$ cat src/hw/dasr_pkg.sv
package dasr_pkg;
  // Register offsets on the debug link's access-layer address space
  localparam logic [3:0] KEY_STATUS_OFS = 4'h7;
  localparam logic [3:0] RESET_REQ_OFS = 4'h8;
  localparam logic [3:0] CLK_CTRL_OFS = 4'h9;
  localparam logic [3:0] SYS_CTRL_OFS = 4'hA;
  localparam logic [3:0] SYS_STATUS_OFS = 4'hB;
  localparam logic [3:0] CRC_STATUS_OFS = 4'hC;
  // Field positions
  localparam int KEY_UROW_BIT = 5;
  localparam int KEY_NVM_BIT = 4;
  localparam int KEY_ERASE_BIT = 3;
  localparam int CTRL_UROW_DONE_BIT = 1;
  localparam int CTRL_SYSTEM_CLOCK_REQUEST_BIT = 0;
  localparam int ST_RST_BIT = 5;
  localparam int ST_SLEEP_BIT = 4;
  localparam int ST_NVM_BIT = 3;
  localparam int ST_UROW_BIT = 2;
  localparam int ST_LOCK_BIT = 0;
  // Values
  localparam logic [7:0] RESET_SIGNATURE = 8'h59;
  localparam logic [1:0] CLK_SEL_RESET = 2'h3;
  localparam logic [7:0] SYS_STATUS_RESET = 8'h01;
  localparam logic [2:0] CRC_OFF = 3'h0;
  localparam logic [2:0] CRC_BUSY = 3'h1;
  localparam logic [2:0] CRC_PASS = 3'h2;
  localparam logic [2:0] CRC_FAIL = 3'h4;
  // Link clock selections
  localparam logic [1:0] CLK_SEL_32M = 2'h0;
  localparam logic [1:0] CLK_SEL_16M = 2'h1;
  localparam logic [1:0] CLK_SEL_8M = 2'h2;
  localparam logic [1:0] CLK_SEL_4M = 2'h3;
  // Clock enable divider per selection, 32 MHz base
  localparam logic [3:0] DIV_32M = 4'h1;
  localparam logic [3:0] DIV_16M = 4'h2;
  localparam logic [3:0] DIV_8M = 4'h4;
  localparam logic [3:0] DIV_4M = 4'h8;
  localparam int SYNC_STAGES = 3;
endpackage

$ cat src/hw/dasr_sync.sv
`timescale 1ns/1ns
// Three-stage synchroniser; output changes once stages two and three agree
module dasr_sync (
  // Clock and reset
  input wire logic sys_clk_i,
  input wire logic rstn_i,
  input wire logic rst_val_i,
  // Data
  input wire logic async_i,
  output logic sync_o
);
  logic s1_ff;
  logic s2_ff;
  logic s3_ff;
  logic val_ff;
  logic [1:0] prime_ff;
  logic primed;

  assign primed = (prime_ff == 2'(dasr_pkg::SYNC_STAGES));

  always_ff @(posedge sys_clk_i or negedge rstn_i) begin
    if (!rstn_i) begin
      s1_ff <= 1'b0;
      s2_ff <= 1'b0;
      s3_ff <= 1'b0;
    end else begin
      s1_ff <= async_i;
      s2_ff <= s1_ff;
      s3_ff <= s2_ff;
    end
  end

  // Reset value stands until every stage holds a real sample, so no false level
  always_ff @(posedge sys_clk_i or negedge rstn_i) begin
    if (!rstn_i) begin
      prime_ff <= 2'h0;
    end else if (!primed) begin
      prime_ff <= prime_ff + 2'h1;
    end
  end

  always_ff @(posedge sys_clk_i or negedge rstn_i) begin
    if (!rstn_i) begin
      val_ff <= 1'b0;
    end else if (!primed) begin
      val_ff <= rst_val_i;
    end else if (s2_ff == s3_ff) begin
      val_ff <= s3_ff;
    end
  end

  assign sync_o = primed ? val_ff : rst_val_i;
endmodule // dasr_sync

$ cat src/hw/dasr_regs.sv
`timescale 1ns/1ns
// Notes on behaviour
// - Key status bit 5 reads 1 while user-row write key active.
// - Key status bit 4 shows programming key; clears when programming ends.
// - Key status bit 3 shows full-erase key; clears when erase completes.
// - Writing 0x59 to reset request asserts and holds system reset.
// - Any other value written releases the held system reset.
// - Reset request reads bit 0 as held-reset state, other bits zero.
// - System reset from this register never resets the debug logic.
// - Clock select 0..3 gives 32/16/8/4 MHz; 4 MHz after reset/enable.
// - Writing 1 to control bit 1 starts user-row flash programming.
// - Programming-done bit writable only after user-row key decoded.
// - Control bit 0 requests system clock regardless of sleep; 0 withdraws.
// - Clock request bit set on interface enable, cleared on disable.
// - Status bit 5 flags system reset, including held; read clears it.
// - Status bit 4 reads 1 while system idle or deeper sleep.
// - Status bit 3 allows memory programming; debugger then resets system.
// - Status bit 2 allows user-row programming; debugger then sets done.
// - Status bit 0 reads 1 while locked, 0 after full erase.
// - CRC status one-hot: 0 off, 1 busy, 2 pass, 4 fail.
// - Registers reached only from the debug link, not the processor.
module dasr_regs (
  // Clock and reset of the debug logic only
  input wire logic sys_clk_i,
  input wire logic rstn_i,
  // Interface enable from the physical layer
  input wire logic link_enable_i,
  // Access-layer register port, driven only by the debug link
  input wire logic reg_wr_i,
  input wire logic reg_rd_i,
  input wire logic [3:0] reg_addr_i,
  input wire logic [7:0] reg_wdata_i,
  output logic [7:0] reg_rdata_o,
  // Key decode events from the link
  input wire logic user_row_key_set_i,
  input wire logic mem_prog_key_set_i,
  input wire logic erase_key_set_i,
  // System-domain status, asynchronous to this clock
  input wire logic sys_in_reset_i,
  input wire logic sys_asleep_i,
  input wire logic mem_prog_ready_i,
  input wire logic user_row_ready_i,
  input wire logic lock_bits_set_i,
  input wire logic mem_prog_done_i,
  input wire logic erase_done_i,
  input wire logic crc_enabled_i,
  input wire logic crc_busy_i,
  input wire logic crc_pass_i,
  // System-domain controls
  output logic system_reset_o,
  output logic system_clock_request_o,
  output logic user_row_programming_start_o,
  output logic [1:0] link_clock_select_o,
  output logic link_clock_tick_o
);
  logic user_row_write_key_active_ff;
  logic memory_programming_key_active_ff;
  logic full_erase_key_active_ff;
  logic system_reset_signature_ff;
  logic [1:0] link_clock_select_ff;
  logic system_clock_request_ff;
  logic urow_start_ff;
  logic system_reset_active_ff;
  logic [7:0] rdata_ff;
  logic [3:0] div_cnt_ff;
  logic tick_ff;
  logic enable_d_ff;
  logic [3:0] nxt_div_lim;
  logic [7:0] nxt_rdata;
  logic [2:0] nxt_crc;

  logic in_reset_s;
  logic asleep_s;
  logic prog_ready_s;
  logic urow_ready_s;
  logic locked_s;
  logic prog_done_s;
  logic erase_done_s;
  logic crc_en_s;
  logic crc_busy_s;
  logic crc_pass_s;

  logic wr_key;
  logic wr_rst;
  logic wr_clk;
  logic wr_ctl;
  logic rd_stat;
  logic enable_rise;

  dasr_sync u_sync_in_reset (
    .sys_clk_i(sys_clk_i),
    .rstn_i(rstn_i),
    .rst_val_i(1'b0),
    .async_i(sys_in_reset_i),
    .sync_o(in_reset_s)
  );
  dasr_sync u_sync_asleep (
    .sys_clk_i(sys_clk_i),
    .rstn_i(rstn_i),
    .rst_val_i(1'b0),
    .async_i(sys_asleep_i),
    .sync_o(asleep_s)
  );
  dasr_sync u_sync_prog_ready (
    .sys_clk_i(sys_clk_i),
    .rstn_i(rstn_i),
    .rst_val_i(1'b0),
    .async_i(mem_prog_ready_i),
    .sync_o(prog_ready_s)
  );
  dasr_sync u_sync_urow_ready (
    .sys_clk_i(sys_clk_i),
    .rstn_i(rstn_i),
    .rst_val_i(1'b0),
    .async_i(user_row_ready_i),
    .sync_o(urow_ready_s)
  );
  // Lock sync starts locked so status never shows unlocked before sampling
  dasr_sync u_sync_locked (
    .sys_clk_i(sys_clk_i),
    .rstn_i(rstn_i),
    .rst_val_i(1'b1),
    .async_i(lock_bits_set_i),
    .sync_o(locked_s)
  );
  dasr_sync u_sync_prog_done (
    .sys_clk_i(sys_clk_i),
    .rstn_i(rstn_i),
    .rst_val_i(1'b0),
    .async_i(mem_prog_done_i),
    .sync_o(prog_done_s)
  );
  dasr_sync u_sync_erase_done (
    .sys_clk_i(sys_clk_i),
    .rstn_i(rstn_i),
    .rst_val_i(1'b0),
    .async_i(erase_done_i),
    .sync_o(erase_done_s)
  );
  dasr_sync u_sync_crc_en (
    .sys_clk_i(sys_clk_i),
    .rstn_i(rstn_i),
    .rst_val_i(1'b0),
    .async_i(crc_enabled_i),
    .sync_o(crc_en_s)
  );
  dasr_sync u_sync_crc_busy (
    .sys_clk_i(sys_clk_i),
    .rstn_i(rstn_i),
    .rst_val_i(1'b0),
    .async_i(crc_busy_i),
    .sync_o(crc_busy_s)
  );
  dasr_sync u_sync_crc_pass (
    .sys_clk_i(sys_clk_i),
    .rstn_i(rstn_i),
    .rst_val_i(1'b0),
    .async_i(crc_pass_i),
    .sync_o(crc_pass_s)
  );

  // Only the debug link drives this port; no processor path exists
  assign wr_key = reg_wr_i && (reg_addr_i == dasr_pkg::KEY_STATUS_OFS);
  assign wr_rst = reg_wr_i && (reg_addr_i == dasr_pkg::RESET_REQ_OFS);
  assign wr_clk = reg_wr_i && (reg_addr_i == dasr_pkg::CLK_CTRL_OFS);
  assign wr_ctl = reg_wr_i && (reg_addr_i == dasr_pkg::SYS_CTRL_OFS);
  assign rd_stat = reg_rd_i && (reg_addr_i == dasr_pkg::SYS_STATUS_OFS);
  assign enable_rise = link_enable_i && !enable_d_ff;

  always_ff @(posedge sys_clk_i or negedge rstn_i) begin
    if (!rstn_i) begin
      enable_d_ff <= 1'b0;
    end else begin
      enable_d_ff <= link_enable_i;
    end
  end

  // Keys; writing the user-row bit ends the session, so a write clears it
  always_ff @(posedge sys_clk_i or negedge rstn_i) begin
    if (!rstn_i) begin
      user_row_write_key_active_ff <= 1'b0;
      memory_programming_key_active_ff <= 1'b0;
      full_erase_key_active_ff <= 1'b0;
    end else if (!link_enable_i) begin
      user_row_write_key_active_ff <= 1'b0;
      memory_programming_key_active_ff <= 1'b0;
      full_erase_key_active_ff <= 1'b0;
    end else begin
      if (user_row_key_set_i) begin
        user_row_write_key_active_ff <= 1'b1;
      end else if (wr_key && reg_wdata_i[dasr_pkg::KEY_UROW_BIT]) begin
        user_row_write_key_active_ff <= 1'b0;
      end
      if (mem_prog_key_set_i) begin
        memory_programming_key_active_ff <= 1'b1;
      end else if (prog_done_s) begin
        memory_programming_key_active_ff <= 1'b0;
      end
      if (erase_key_set_i) begin
        full_erase_key_active_ff <= 1'b1;
      end else if (erase_done_s) begin
        full_erase_key_active_ff <= 1'b0;
      end
    end
  end

  // Held system reset; cleared by any non-0x59 write, by link disable or by reset, not by itself
  always_ff @(posedge sys_clk_i or negedge rstn_i) begin
    if (!rstn_i) begin
      system_reset_signature_ff <= 1'b0;
    end else if (!link_enable_i) begin
      system_reset_signature_ff <= 1'b0;
    end else if (wr_rst) begin
      system_reset_signature_ff <= (reg_wdata_i == dasr_pkg::RESET_SIGNATURE);
    end
  end

  always_ff @(posedge sys_clk_i or negedge rstn_i) begin
    if (!rstn_i) begin
      link_clock_select_ff <= dasr_pkg::CLK_SEL_RESET;
    end else if (!link_enable_i) begin
      link_clock_select_ff <= dasr_pkg::CLK_SEL_RESET;
    end else if (wr_clk) begin
      link_clock_select_ff <= reg_wdata_i[1:0];
    end
  end

  always_ff @(posedge sys_clk_i or negedge rstn_i) begin
    if (!rstn_i) begin
      system_clock_request_ff <= 1'b0;
    end else if (!link_enable_i) begin
      system_clock_request_ff <= 1'b0;
    end else if (enable_rise) begin
      system_clock_request_ff <= 1'b1;
    end else if (wr_ctl) begin
      system_clock_request_ff <= reg_wdata_i[dasr_pkg::CTRL_SYSTEM_CLOCK_REQUEST_BIT];
    end
  end

  // Start pulse; the debugger must have filled RAM first
  always_ff @(posedge sys_clk_i or negedge rstn_i) begin
    if (!rstn_i) begin
      urow_start_ff <= 1'b0;
    end else begin
      urow_start_ff <= wr_ctl && reg_wdata_i[dasr_pkg::CTRL_UROW_DONE_BIT]
                       && user_row_write_key_active_ff;
    end
  end

  // Sticky reset flag; a new reset in the read cycle wins over the clear
  always_ff @(posedge sys_clk_i or negedge rstn_i) begin
    if (!rstn_i) begin
      system_reset_active_ff <= 1'b0;
    end else if (in_reset_s || system_reset_signature_ff) begin
      system_reset_active_ff <= 1'b1;
    end else if (rd_stat) begin
      system_reset_active_ff <= 1'b0;
    end
  end

  // One-hot CRC status; fail is reported if enabled but neither busy nor pass
  always_comb begin
    if (!crc_en_s) begin
      nxt_crc = dasr_pkg::CRC_OFF;
    end else if (crc_busy_s) begin
      nxt_crc = dasr_pkg::CRC_BUSY;
    end else if (crc_pass_s) begin
      nxt_crc = dasr_pkg::CRC_PASS;
    end else begin
      nxt_crc = dasr_pkg::CRC_FAIL;
    end
  end

  always_comb begin
    nxt_rdata = 8'h00;
    case (reg_addr_i)
      dasr_pkg::KEY_STATUS_OFS: begin
        nxt_rdata[dasr_pkg::KEY_UROW_BIT] = user_row_write_key_active_ff;
        nxt_rdata[dasr_pkg::KEY_NVM_BIT] = memory_programming_key_active_ff;
        nxt_rdata[dasr_pkg::KEY_ERASE_BIT] = full_erase_key_active_ff;
      end
      dasr_pkg::RESET_REQ_OFS: begin
        nxt_rdata[0] = system_reset_signature_ff;
      end
      dasr_pkg::CLK_CTRL_OFS: begin
        nxt_rdata[1:0] = link_clock_select_ff;
      end
      dasr_pkg::SYS_CTRL_OFS: begin
        nxt_rdata[dasr_pkg::CTRL_SYSTEM_CLOCK_REQUEST_BIT] = system_clock_request_ff;
      end
      dasr_pkg::SYS_STATUS_OFS: begin
        nxt_rdata[dasr_pkg::ST_RST_BIT] = system_reset_active_ff
                                          || system_reset_signature_ff;
        nxt_rdata[dasr_pkg::ST_SLEEP_BIT] = asleep_s;
        nxt_rdata[dasr_pkg::ST_NVM_BIT] = prog_ready_s;
        nxt_rdata[dasr_pkg::ST_UROW_BIT] = urow_ready_s;
        nxt_rdata[dasr_pkg::ST_LOCK_BIT] = locked_s;
      end
      dasr_pkg::CRC_STATUS_OFS: begin
        nxt_rdata[2:0] = nxt_crc;
      end
      default: begin
        nxt_rdata = 8'h00;
      end
    endcase
  end

  always_ff @(posedge sys_clk_i or negedge rstn_i) begin
    if (!rstn_i) begin
      rdata_ff <= 8'h00;
    end else if (reg_rd_i) begin
      rdata_ff <= nxt_rdata;
    end
  end

  // Link clock tick; the base is one tick per sys clock at the 32 MHz setting
  always_comb begin
    case (link_clock_select_ff)
      dasr_pkg::CLK_SEL_32M: nxt_div_lim = dasr_pkg::DIV_32M;
      dasr_pkg::CLK_SEL_16M: nxt_div_lim = dasr_pkg::DIV_16M;
      dasr_pkg::CLK_SEL_8M: nxt_div_lim = dasr_pkg::DIV_8M;
      default: nxt_div_lim = dasr_pkg::DIV_4M;
    endcase
  end

  always_ff @(posedge sys_clk_i or negedge rstn_i) begin
    if (!rstn_i) begin
      div_cnt_ff <= 4'h0;
      tick_ff <= 1'b0;
    end else if (div_cnt_ff + 4'h1 >= nxt_div_lim) begin
      div_cnt_ff <= 4'h0;
      tick_ff <= 1'b1;
    end else begin
      div_cnt_ff <= div_cnt_ff + 4'h1;
      tick_ff <= 1'b0;
    end
  end

  assign reg_rdata_o = rdata_ff;
  assign system_reset_o = system_reset_signature_ff;
  assign system_clock_request_o = system_clock_request_ff;
  assign user_row_programming_start_o = urow_start_ff;
  assign link_clock_select_o = link_clock_select_ff;
  assign link_clock_tick_o = tick_ff;
endmodule // dasr_regs

$ cat config.mk
export PLATFORM = sky130hd
export DESIGN_NAME = dasr_regs
export DESIGN_NICKNAME = d
export VERILOG_FILES = /design/src/hw/dasr_pkg.sv /design/src/hw/dasr_sync.sv /design/src/hw/dasr_regs.sv
export SDC_FILE = /design/constraint.sdc
export NUM_CORES = 1
export LEC_CHECK = 0
export ABC_AREA = 1
export BUFFER_PORTS_ARGS = -buffer_cell sky130_fd_sc_hd__buf_4
export CORE_MARGIN = 2
export CORE_UTILIZATION = 62
export DETAILED_ROUTE_END_ITERATION = 8
export GPL_TIMING_DRIVEN = 0
export HOLD_SLACK_MARGIN = 0.03
export PLACE_DENSITY = 0.91
export SYNTH_ARGS = -nofsm -noshare
export SYNTH_HDL_FRONTEND = slang
export SYNTH_HIERARCHICAL = 1
export SYNTH_SLANG_ARGS = --single-unit
$ cat constraint.sdc
create_clock -name sys_clk_i -period 4.65 [get_ports sys_clk_i]
set_clock_uncertainty 0.2 [all_clocks]
set_input_delay 0.465 -clock sys_clk_i [delete_from_list [all_inputs] [get_ports sys_clk_i]]
set_output_delay 0.465 -clock sys_clk_i [all_outputs]
set_load 0.005 [all_outputs]
# Word level (Yosys, flattened, before mapping)
# Cells that the tools add are included.
# W data, S select, Z words.
[totals]
elab_cells = 191
reg_bits = 81
inputBits = 30
output_inout_bits = 14
[classes]
n_addsub = 11
mux = 58
reduce_logical = 14
n_eq_ne = 45
magnitude_cmp = 1
[op_table]
columns = ["cell", "n"]
rows = [
  ["$mux W1", 47],
  ["$eq A2 B2 Y1 const B", 11],
  ["$add A2 B1 Y2 const B", 10],
  ["$eq A4 B4 Y1 const B", 5],
  ["$ne A2 B2 Y1 const B", 10],
  ["$ne A3 B1 Y1 const B", 4],
  ["$pmux W4 S3", 1],
  ["$eq A1 B1 Y1", 10],
  ["$logic_and A1 B1 Y1", 9],
  ["$mux W3", 3],
  ["$eq A8 B7 Y1 const B", 1],
  ["$pmux W3 S2", 1],
  ["$pmux W1 S5", 1],
  ["$add A4 B1 Y4 const B", 1],
  ["$eq A4 B3 Y1 const B", 1],
  ["$ge A4 B4 Y1", 1],
  ["$mux W2", 2],
  ["$mux W4", 1],
  ["$ne A2 B1 Y1 const B", 2],
  ["$pmux W1 S2", 2],
  ["$eq A2 B1 Y1 const B", 1],
  ["$logic_not A2 Y1", 1],
  ["$logic_or A1 B1 Y1", 2],
  ["$reduce_bool A2 Y1", 1],
  ["$logic_not A1 Y1", 1],
]

# Logic depth before layout (Yosys ltp)
# Gate-level depths: netlist (run 1).
[logic_depth]
ltp_word = 6
ltp_mapped = 9
mapped_depth_nobuf = 9

# Cells and area by module
# The synthesis (run 1) kept the hierarchy.
[modules_own_cells]
columns = ["module", "n_inst", "seq_area_each_um2", "cells_each", "area_per_inst_um2"]
rows = [
  ["dasr_sync", 10, 150.1, 25, 259.0],
  ["dasr_regs", 1, 528.0, 148, 1173.6],
]

# Worst setup path after synthesis (run 1)
# Ideal clock, no wire load.
[synth_path]
kind = "flip-flop to flip-flop"
from = "reg link_clock_select_ff[0], in the netlist link_clock_select_o[0]"
to = "reg div_cnt_ff[2]"
setup_ns = 0.125
arrival_time_ns = 1.530
n_path_buf = 0
path_slack_ns = 2.795
synth_period_minus_slack_ns = 1.855
t_required_ns = 4.325
stages_incl_launch_ff = 9
path_cell_list = "dfstp_2 -> inv_1 -> or2_2 -> ha_1 -> inv_1 -> o21bai_1 -> nand3_1 -> nand3_1 -> a21oi_1"
[synth_via]
elab_chain_cells = 4
elab_cells_between_ends = 6
classes_between = "1 x order compare; 2 x eq/ne; 2 x mux; 1 x reduce/logical"
[synth_rtl]
columns = ["item", "line", "text"]
rows = [
  ["from (decl)", "dasr_regs.sv:60", "logic [1:0] link_clock_select_ff;"],
  ["from (signal assigned)", "dasr_regs.sv:220", "link_clock_select_ff <= dasr_pkg::CLK_SEL_RESET;"],
  ["from (signal assigned)", "dasr_regs.sv:222", "link_clock_select_ff <= dasr_pkg::CLK_SEL_RESET;"],
  ["from (signal assigned)", "dasr_regs.sv:224", "link_clock_select_ff <= reg_wdata_i[1:0];"],
  ["$eq A2 B2 Y1, or another cell as far along", "dasr_regs.sv:318", "case (link_clock_select_ff)"],
  ["$pmux W4 S3 *", "dasr_regs.sv:318", ""],
  ["$ge A4 B4 Y1 *", "dasr_regs.sv:330", "end else if (div_cnt_ff + 4'h1 >= nxt_div_lim) begin"],
  ["$mux W4 *", "dasr_regs.sv:330", ""],
  ["to (signal assigned)", "dasr_regs.sv:334", "div_cnt_ff <= div_cnt_ff + 4'h1;"],
  ["to (decl)", "dasr_regs.sv:65", "logic [3:0] div_cnt_ff;"],
]
# Mark *: on every way between the ends. The rest lies on a longest branch, timed or not.
# A chain may end at the register's enable or synchronous reset.

# Final worst setup path (run 1)
[layout_path]
from = "reg div_cnt_ff[0]"
to = "reg div_cnt_ff[2]"
[layout_via]
elab_chain_cells = 3
[layout_rtl]
columns = ["item", "line"]
rows = [
  ["$add A4 B1 Y4 *", "dasr_regs.sv:330, dasr_regs.sv:334"],
  ["$ge A4 B4 Y1", "dasr_regs.sv:330"],
  ["$mux W4 *", "dasr_regs.sv:330"],
]
# Marks and branches as above.

==> key figures, run 1 <==
Synthesis
  – Leading area contributor after synthesis: dfrtp_1
  – Syn Std Cell Area: 3760 sq um
  – Sequential area share after synthesis: 53.9%
  – Main synth FF type: dfrtp_1
  – Synth warn: 6
  – Synth top area cells: dfrtp_1 (53%), nand2_1 (9.1%), ha_1 (8.3%), inv_1 (5.9%), o21ai_0 (3.1%)
  – Top-count cell post-synth: nand2_1
  – Cells after Synth: about 400
  – Post-synth ARST share: 100%
  – Top cell type's share of synthesized area: between 50% and 60%
  – Unique masters post-synth: 27
  – Syn avg cell area: between 9 and 10 sq um
  – Synthesized flop and latch total: 81
  – EDFF count, synth: 0
  – Post-synth top cells: nand2_1 (91), dfrtp_1 (79), inv_1 (59), ha_1 (25), o21ai_0 (23)

STA
  – Setup TNS: 0 ns
  – RSZ-0062 raised after global routing: no
  – Max Clk Rate: 493 MHz
  – Fin crit share: approximately 44%
  – Crit path time final: 2.03 ns
  – # setup viols final: 0
  – Relative slew slack: 34.5%
  – Max-slew violation count: 0
  – Measured slew at the worst slew-check pin: between 0.9 and 1 ns
  – Hold Vio Cnt, Final: 0

Route
  – TritonRoute pass-1 iters: 4
  – Post-route ant nets: 0
  – Initial DRC Count: ~250
  – Via Count: about 2.9k
  – # DRC: 0
  – WL/cell: roughly 13 um
  – Routed WL: 7220 um
  – Vias per cell: 5.20

Clock tree
  – CTS H-tree lvls: 3
  – Clock Path Buffers: 2
  – Clock-pin slew on the worst setup and hold paths: 0.08 ns
  – Cts repair resizes: 0
  – Postcts setup bufs: 0
  – Root Buffer: clkbuf_8
  – CTS tree: done
  – Clock sink total: around 80
  – # hold bufs at CTS: 10
  – Later-pin clock latency in the skew report: 0.35 ns
  – CTS Buf Count: 9

Cells and area
  – FILL cells: 371
  – Fin util: 76.7%
  – Share of cells above drive strength 1: 19.6%
  – Nets: 525
  – Layout overhead on the synthesized area: 19.9%
  – N_diodes: 0

Floorplan
  – Initial Util: 63.9%
  – # IOs: 44
  – Die Ht: 81.9 um
  – Die footprint: ~6700 sq um
  – Floorplan row count: 28
  – Core area: just under 6000 sq um
  – Die width: 81.9 um

Critical path
  – Crit path capture type: flop
  – Worst Path Required: 4.72 ns
  – Arr. time, crit path: roughly 2.1 ns
  – Critical-path maximum fanout: 5
  – CP Class: reg -> reg
  – CP startpoint kind: flop

Place
  – Port Buffers: 41
  – RD Place Congestion: 0.797
  – Hpwl dp: 5100 um

Pwr
  – Peak VDD IR: 312 uV
  – Leakage: 2.35 nW
  – Pwr/cell area: between 300 and 400 nW/um^2
  – Power, Total: 1.58 mW

Run status
  – Status: completed

Global route
  – Largest net degree at the start of global routing: 82
  – Initial antenna violation count: 0
  – Total track usage: 24.1%
  – Vias in the first global route: about 2.9k
  – Global-route wire length before repair: 12100 um
  – Congestion Overflow GR: 0

Flow run
  – Max_cap viols: 0

Min path
  – Hold crit path type: in -> async
## final timing paths
check	cells after the start	slack, ns	end	from
min in group sys_clk_i	1	0.08	enable_d_ff	link_enable_i
hold reg to reg	0	0.15	u_sync_erase_done/s2_ff	u_sync_erase_done/s1_ff
max in group asynchronous	1	3.55	u_sync_crc_en/s1_ff	rstn_i
setup / recovery	7	2.62	div_cnt_ff[2]	div_cnt_ff[0]
hold / removal	1	0.07	u_sync_erase_done/s1_ff	rstn_i
setup reg to reg	7	2.62	div_cnt_ff[2]	div_cnt_ff[0]
## registers in the layout, indices dropped and copies added, names as in the netlist, 2 cells and up
signal                      flops
div_cnt_ff                      4
link_clock_select_o             2
reg_rdata_o                     6
u_sync_asleep/prime_ff          2
u_sync_crc_busy/prime_ff        2
u_sync_crc_en/prime_ff          2
u_sync_crc_pass/prime_ff        2
u_sync_erase_done/prime_ff      2
u_sync_in_reset/prime_ff        2
u_sync_locked/prime_ff          2
u_sync_prog_done/prime_ff       2
u_sync_prog_ready/prime_ff      2
u_sync_urow_ready/prime_ff      2
## logic make-up after synthesis
kind of cell / after synthesis / synth area share (%)
compound gates: 44 / 6.02
xor+xnor: 11 / 2.56
fa+ha+maj: 25 / 8.31
buf+inv: 64 / 6.58
flops: 81 / 53.9
other cells: 2 / 0.200
simple gates: 171 / 22.4
## metal layers
layer  wire length, um  GRT usage (%)  vias to the layer above
met1              2960           28.0                     1362
met4               100           8.67                        0
met5                 0              0                        -
li1                  -              -                     1391
met3               415           8.13                       14
met2              3740           41.6                       92
## report_power, final
part	switching [mW]	total, mW	internal (mW)
logic	0.139	0.245	0.106
registers	0.0333	0.789	0.756
clock network	0.248	0.548	0.300
total	0.421	1.58	1.16
## worst max-delay path, stage by stage, from the launching register on
cell and delay, ns:
dfrtp_1 0.43, ha_1 0.23, or2_2 0.31, nand2_1 0.07, ha_1 0.24, nand4_1 0.11
nand3_1 0.17, a21oi_1 0.17
## through the flow
stage,cells,setup slack (ns),cell area [sq um],hold slack [ns]
3_5_place_dp,524,2.64,4200,0.135
5_1_grt,550,2.51,4510,0.0664
4_1_cts,550,2.63,4510,0.0654
3_3_place_gp,524,2.69,4200,0.132
2_1_floorplan,408,2.80,3800,-0.0306
6_report,550,2.62,4510,0.0650
## cell type report
| class | count | area [sq um] | area share (%) |
|---|---|---|---|
| timing repair buffer | 51 | 408 | 9.04 |
| clock buffer | 10 | 128 | 2.83 |
| multi-input combinational | 263 | 1520 | 33.8 |
| clock inverter | 6 | 82.6 | 1.83 |
| buffer | 2 | 15.0 | 0.333 |
| sequential | 81 | 2030 | 45.0 |
| tap | 75 | 93.8 | 2.08 |
| inverter | 62 | 233 | 5.16 |
## cells in the final DEF (no fill, tap or decap), types with 11 or more instances in the layout
| cell type | Yosys | routed |
|---|---|---|
| nand3_1 | 19 | 19 |
| buf_4 | 2 | 43 |
| ha_1 | 25 | 25 |
| nand3_2 | 11 | 11 |
| nand2_2 | 13 | 13 |
| nand4_1 | 12 | 12 |
| conb_1 | 2 | 12 |
| nor2_1 | 15 | 15 |
| nand2_1 | 91 | 91 |
| dfrtp_1 | 79 | 79 |
| o21ai_1 | 12 | 12 |
| o21ai_0 | 23 | 23 |
| inv_1 | 59 | 59 |
No activity file was read; power rests on OpenSTA's default activity.
==> run 2: changes to the inputs <==
Settings changed: CORE_UTILIZATION 62 to 58, PLACE_DENSITY 0.91 to 0.86.
Clock period 4.65 ns to 2 ns, I/O delays scaled along.
==> key figures, run 2 (synthesis results as in run 1) <==
Floorplan
  – Die Ht: 84.6 um (+3.2%)
  – Die width: 84.6 um (+3.2%)
  – Core area: 6310 sq um (+7.3%)
  – Die footprint: 7150 sq um (+6.6%)
  – Floorplan row count: 29 (+3.6%)
  – Initial Util: 59.6% (-4.3 points)
  – # IOs: 44 (unchanged)

Route
  – TritonRoute pass-1 iters: 4 (unchanged)
  – Vias per cell: 5.07 (-2.5%)
  – Routed WL: 7470 um (+3.4%)
  – Post-route ant nets: 0 (unchanged)
  – Initial DRC Count: 159 (-35%)
  – # DRC: 0 (unchanged)
  – Via Count: 2879 (+0.70%)
  – WL/cell: 13.2 um (+0.17%)

STA
  – Setup TNS: 0 ns (unchanged)
  – Relative slew slack: 34.2% (-0.32 points)
  – Crit path time final: 1.91 ns (-0.122 ns)
  – Max-slew violation count: 0 (unchanged)
  – Hold Vio Cnt, Final: 0 (unchanged)
  – # setup viols final: 0 (unchanged)
  – Max Clk Rate: 524 MHz (+6.4%)
  – Fin crit share: 95.4% (+52 points)
  – Measured slew at the worst slew-check pin: 0.987 ns (+0.00478 ns)

Critical path
  – Cell repeated most along the worst path: ha_1
  – Critical-path maximum fanout: 5 (unchanged)
  – Crit path largest cell delay: 0.42 ns (about the same)
  – Reg-to-reg endpoint: div_cnt_ff[2]
  – Cell count of the worst reg-to-reg path: 7 (unchanged)
  – CP startpoint kind: flop
  – Worst R2R Start: div_cnt_ff[0]
  – Worst Path Required: 2.08 ns (-2.64 ns)
  – Arr. time, crit path: 1.99 ns (-0.11 ns)
  – Slowest stage cell, crit path: dfrtp_1
  – Crit path capture type: flop
  – Bufs and invs on worst path: 0 (unchanged)
  – CP Cell Sequence: ha_1 -> or2_2 -> nand2_1 -> ha_1 -> nand4_1 -> nand3_2 -> a21oi_1
  – Cell family with most CP delay: simple AND/OR/NAND/NOR gates
  – CP Class: reg -> reg
  – Reg2reg setup slack: 0.09 ns (-2.53 ns)

Cells and area
  – Layout overhead on the synthesized area: 24.5%
  – Commonest non-fill, non-tap cell in the layout: nand2_1
  – Design Area, Final: 4690 sq um (+3.8%)
  – N_diodes: 0 (unchanged)
  – Fin util: 74.2% (-2.5 points)
  – Max FFs per register: 6 (unchanged)
  – Share of cells above drive strength 1: 19.6% (-0.027 points)
  – Nets: 542 (+3.2%)
  – Commonest non-fill, non-tap cells in the layout: nand2_1 (91), dfrtp_1 (79), inv_1 (59)

Flow run
  – Max_cap viols: 0 (unchanged)

Min path
  – End of the worst hold path: system_reset_o
  – HP Start: reg_wdata_i[5]
  – Hold path cells: 6
  – Hold crit path type: in -> reg

Global route
  – Initial antenna violation count: 0 (unchanged)
  – Congestion Overflow GR: 0 (unchanged)
  – Total track usage: 23.1% (-1.1 points)
  – Vias in the first global route: 2964 (+2.9%)
  – Global-route wire length before repair: 12800 um (+6.1%)
  – Largest net degree at the start of global routing: 82 (unchanged)

Place
  – RD Place Congestion: 0.813 (+1.9%)
  – Port Buffers: 41 (unchanged)
  – Cell Area, Placed: 4210 sq um (about the same)
  – Hpwl dp: 5150 um (+1.1%)

Clock tree
  – Clock sink total: 81 (unchanged)
  – CTS H-tree lvls: 3 (unchanged)
  – Clock Path Buffers: 2 (unchanged)
  – Later-pin clock latency in the skew report: 0.35 ns (about the same)
  – Root Buffer: clkbuf_8
  – Clock-pin slew on the worst setup and hold paths: 0.08 ns (about the same)
  – CTS Buf Count: 9 (unchanged)
  – CTS tree: done

Pwr
  – Switching Share: 26.8% (+0.25 points)
  – Leakage: 2.43 nW (+3.2%)
  – Clock share of power: 32.8% (-1.8 points)
  – NetSw: 981 uW (+130%)
  – Combinational Power Share: 17.1% (+1.6 points)
  – Power, Total: 3.66 mW (+130%)
  – Internal cell power: 2.68 mW (+130%)
  – Pwr/cell area: 780 nW/um^2 (+120%)
  – Peak VDD IR: 640 uV (+100%)
  – Flop pwr share: 50.1% (+0.2 points)

Run status
  – Status: completed
## run 2: worst register-to-register path: cells and delay by family (launching register included)
| kind | cells | cell delay (ns) |
|---|---|---|
| compound gates | 1 | 0.13 |
| fa+ha+maj | 2 | 0.46 |
| flops | 1 | 0.42 |
| simple gates | 4 | 0.63 |
## run 2: per-stage QoR
stage               hold WS (ns)  setup slack (ns)  std cells
floorplan                 -0.296             0.145        408
global placement           0.109            0.0483        526
detailed placement         0.110            0.0207        526
CTS                       0.0313           0.00354        566
global route              0.0561           -0.0273        568
finish                    0.0345            0.0930        568
## run 2: worst max path at each step
| stage | start | endpoint | slack, ns | cells past startpoint |
|---|---|---|---|---|
| floorplan | link_clock_select_o[0] | div_cnt_ff[2] | 0.15 | 8 |
| global placement | link_clock_select_o[0] | div_cnt_ff[2] | 0.05 | 8 |
| detailed placement | link_clock_select_o[0] | div_cnt_ff[0] | 0.02 | 8 |
| CTS | link_clock_select_o[0] | div_cnt_ff[0] | 0.004 | 8 |
| global route | div_cnt_ff[0] | div_cnt_ff[2] | -0.03 | 7 |
| finish | div_cnt_ff[0] | div_cnt_ff[2] | 0.09 | 7 |
## run 2: area by class of cell
class	instances	area, sq um
sequential	81	2030
clock buffer	12	155
clock inverter	3	40.0
fill	449	1630
timing repair buffer	68	573
multi-input combinational	263	1540
buffer	2	15.0
tap	77	96.3
inverter	62	233
## run 2: power by group through the flow
stage | logic (mW) | registers (mW) | clock network, mW
finish | 0.626 | 1.83 | 1.20
global route | 0.714 | 1.84 | 1.30
CTS | 0.583 | 1.83 | 1.21
detailed placement | 0.545 | 1.86 | 0
global placement | 0.506 | 1.85 | 0
floorplan | 0.347 | 1.84 | 0
## run 2: per-layer routing
layer  vias up  GRT usage [%]  wire length (um)
met1      1382           26.3              3060
li1       1425              -                 -
met2        54           40.6              3920
met5         -              0                 0
met4         0           10.4               201
met3        18           6.10               291
## run 2: timing repair
action                                 CTS  global route
resized for setup                        0             3
hold buffers                            25             0
setup endpoints to repair                0             5
buffers inserted                         0             2
endpoints found under the hold margin  102             0
==> run 3: changes to the inputs <==
Settings changed: CORE_MARGIN 2 to 1, CORE_UTILIZATION 58 to 52, PLACE_DENSITY 0.86 to 0.75.
Clock period 2 ns to 1.7 ns, I/O delays scaled along.
==> key figures, run 3 (synthesis results as in run 1) <==
Min path
  – Hold crit path type: in -> reg

STA
  – Hold Vio Cnt, Final: 0 (unchanged)
  – Max-slew violation count: 0 (unchanged)
  – PnR worst setup slack: -0.119 ns (-0.212 ns)
  – Crit path time final: 1.82 ns (-0.0881 ns)
  – Max Clk Rate: 550 MHz (+4.8%)
  – Setup TNS: -0.492 ns (-0.492 ns)
  – Measured slew at the worst slew-check pin: 0.992 ns (+0.00466 ns)
  – Relative slew slack: 33.9% (-0.31 points)
  – RSZ-0062 raised after global routing: yes
  – Fin crit share: 107% (+12 points)
  – # setup viols final: 5 (+5)

Route
  – Vias per cell: 4.72 (-6.9%)
  – Via Count: 2823 (-1.9%)
  – Routed WL: 6930 um (-7.3%)
  – Initial DRC Count: 100 (-37%)
  – WL/cell: 11.6 um (-12%)
  – Post-route ant nets: 0 (unchanged)
  – TritonRoute pass-1 iters: 4 (unchanged)
  – # DRC: 0 (unchanged)

Flow run
  – Max_cap viols: 0 (unchanged)

Critical path
  – Worst Path Required: 1.74 ns (-0.34 ns)
  – Crit path capture type: flop
  – Arr. time, crit path: 1.86 ns (-0.13 ns)
  – Critical-path maximum fanout: 5 (unchanged)
  – CP startpoint kind: flop
  – CP Class: reg -> reg

Floorplan
  – # IOs: 44 (unchanged)
  – Floorplan row count: 30 (+3.4%)
  – Die width: 87.1 um (+3.0%)
  – Die footprint: 7580 sq um (+6.0%)
  – Initial Util: 54.5% (-5.1 points)
  – Die Ht: 87.1 um (+3.0%)
  – Core area: 6910 sq um (+9.4%)

Global route
  – Vias in the first global route: 2679 (-9.6%)
  – Initial antenna violation count: 0 (unchanged)
  – Total track usage: 20.0% (-3.1 points)
  – Congestion Overflow GR: 0 (unchanged)
  – Largest net degree at the start of global routing: 82 (unchanged)
  – Global-route wire length before repair: 11400 um (-11%)

Clock tree
  – Later-pin clock latency in the skew report: 0.35 ns (about the same)
  – Clock sink total: 81 (unchanged)
  – CTS H-tree lvls: 3 (unchanged)
  – CTS tree: done
  – CTS Buf Count: 9 (unchanged)
  – Clock-pin slew on the worst setup and hold paths: 0.08 ns (about the same)
  – Root Buffer: clkbuf_8
  – Clock Path Buffers: 2 (unchanged)

Cells and area
  – Max FFs per register: 6 (unchanged)
  – Nets: 552 (+1.8%)
  – Share of cells above drive strength 1: 22.9% (+3.4 points)
  – N_diodes: 0 (unchanged)
  – Commonest non-fill, non-tap cells in the layout: nand2_1 (90), dfrtp_1 (79), inv_1 (56)
  – Fin cells: 598 (+5.3%)
  – Layout overhead on the synthesized area: 29.3%
  – Commonest non-fill, non-tap cell in the layout: nand2_1

Pwr
  – Pwr/cell area: 913 nW/um^2 (+17%)
  – Leakage: 2.45 nW (+0.96%)
  – Peak VDD IR: 656 uV (+2.6%)

Place
  – Hpwl dp: 4620 um (-10%)
  – Port Buffers: 41 (unchanged)
  – Dpl cells: 545 (+3.6%)
  – RD Place Congestion: 0.835 (+2.8%)

Run status
  – Status: finished with violations
  – Failing checks: setup timing
run 3: critical path, cell delays in order (launching register included):
cell      delay, ns
dfstp_2        0.55
inv_2          0.04
or2_4          0.23
ha_4           0.27
inv_2          0.03
o21bai_1       0.11
nand3_1        0.10
nand3_2        0.13
nor2_1         0.06
run 3: layout make-up:
cell class                 instances  area (sq um)
buffer                             2          15.0
clock buffer                      11           141
clock inverter                     5          62.6
fill                             538          2040
inverter                          62           236
multi-input combinational        263          1600
sequential                        81          2030
tap                               96           120
timing repair buffer              78           664
run 3: final timing paths:
check | start | endpoint | slack, ns | cells after the start
setup / recovery | link_clock_select_o[0] | div_cnt_ff[1] | -0.12 | 8
hold / removal | reg_addr_i[1] | link_clock_select_o[1] | 0.006 | 4
setup reg to reg | link_clock_select_o[0] | div_cnt_ff[1] | -0.12 | 8
hold reg to reg | u_sync_in_reset/s1_ff | u_sync_in_reset/s2_ff | 0.15 | 0
max in group asynchronous | rstn_i | user_row_write_key_active_ff | 0.33 | 2
min in group asynchronous | rstn_i | u_sync_crc_busy/prime_ff[0] | 0.32 | 2
run 3: per-layer routing:
layer  global-route usage [%]  vias to the layer above  wire (um)
met2                     34.6                       56       3430
met4                     6.52                        0         95
met1                     23.7                     1301       3140
met5                        0                        -          0
met3                     6.16                       11        263
li1                         -                     1455          -
run 3: per-stage QoR:
step / area, sq um / setup WS [ns] / total power [mW] / utilization [%] / hold WS, ns
3_3_place_gp: 4250 / -0.162 / 2.84 / 61.5 / 0.0796
2_1_floorplan: 3820 / -0.0701 / 2.63 / - / -0.326
3_5_place_dp: 4250 / -0.192 / 2.88 / 61.5 / 0.0803
4_1_cts: 4820 / -0.115 / 4.42 / 69.8 / 0.0322
5_1_grt: 4870 / -0.198 / 4.69 / 70.5 / 0.0527
6_report: 4870 / -0.119 / 4.44 / 70.5 / 0.00643
run 3: power breakdown:
| part | switching (mW) | internal [mW] | total (mW) | leakage [nW] |
|---|---|---|---|---|
| combinational | 0.447 | 0.433 | 0.880 | 1.44 |
| clock | 0.687 | 0.726 | 1.41 | 0.0962 |
| sequential | 0.0815 | 2.07 | 2.15 | 0.913 |
| total | 1.22 | 3.23 | 4.44 | 2.45 |
run 3: what timing repair did:
| item | in CTS | in global routing |
|---|---|---|
| buffers inserted | 4 | 3 |
| endpoints found under the setup margin | 5 | 10 |
| hold buffers | 32 | 0 |
| endpoints found under the hold margin | 104 | 0 |
| pin swaps | 7 | 4 |
| gates resized for setup | 5 | 9 |
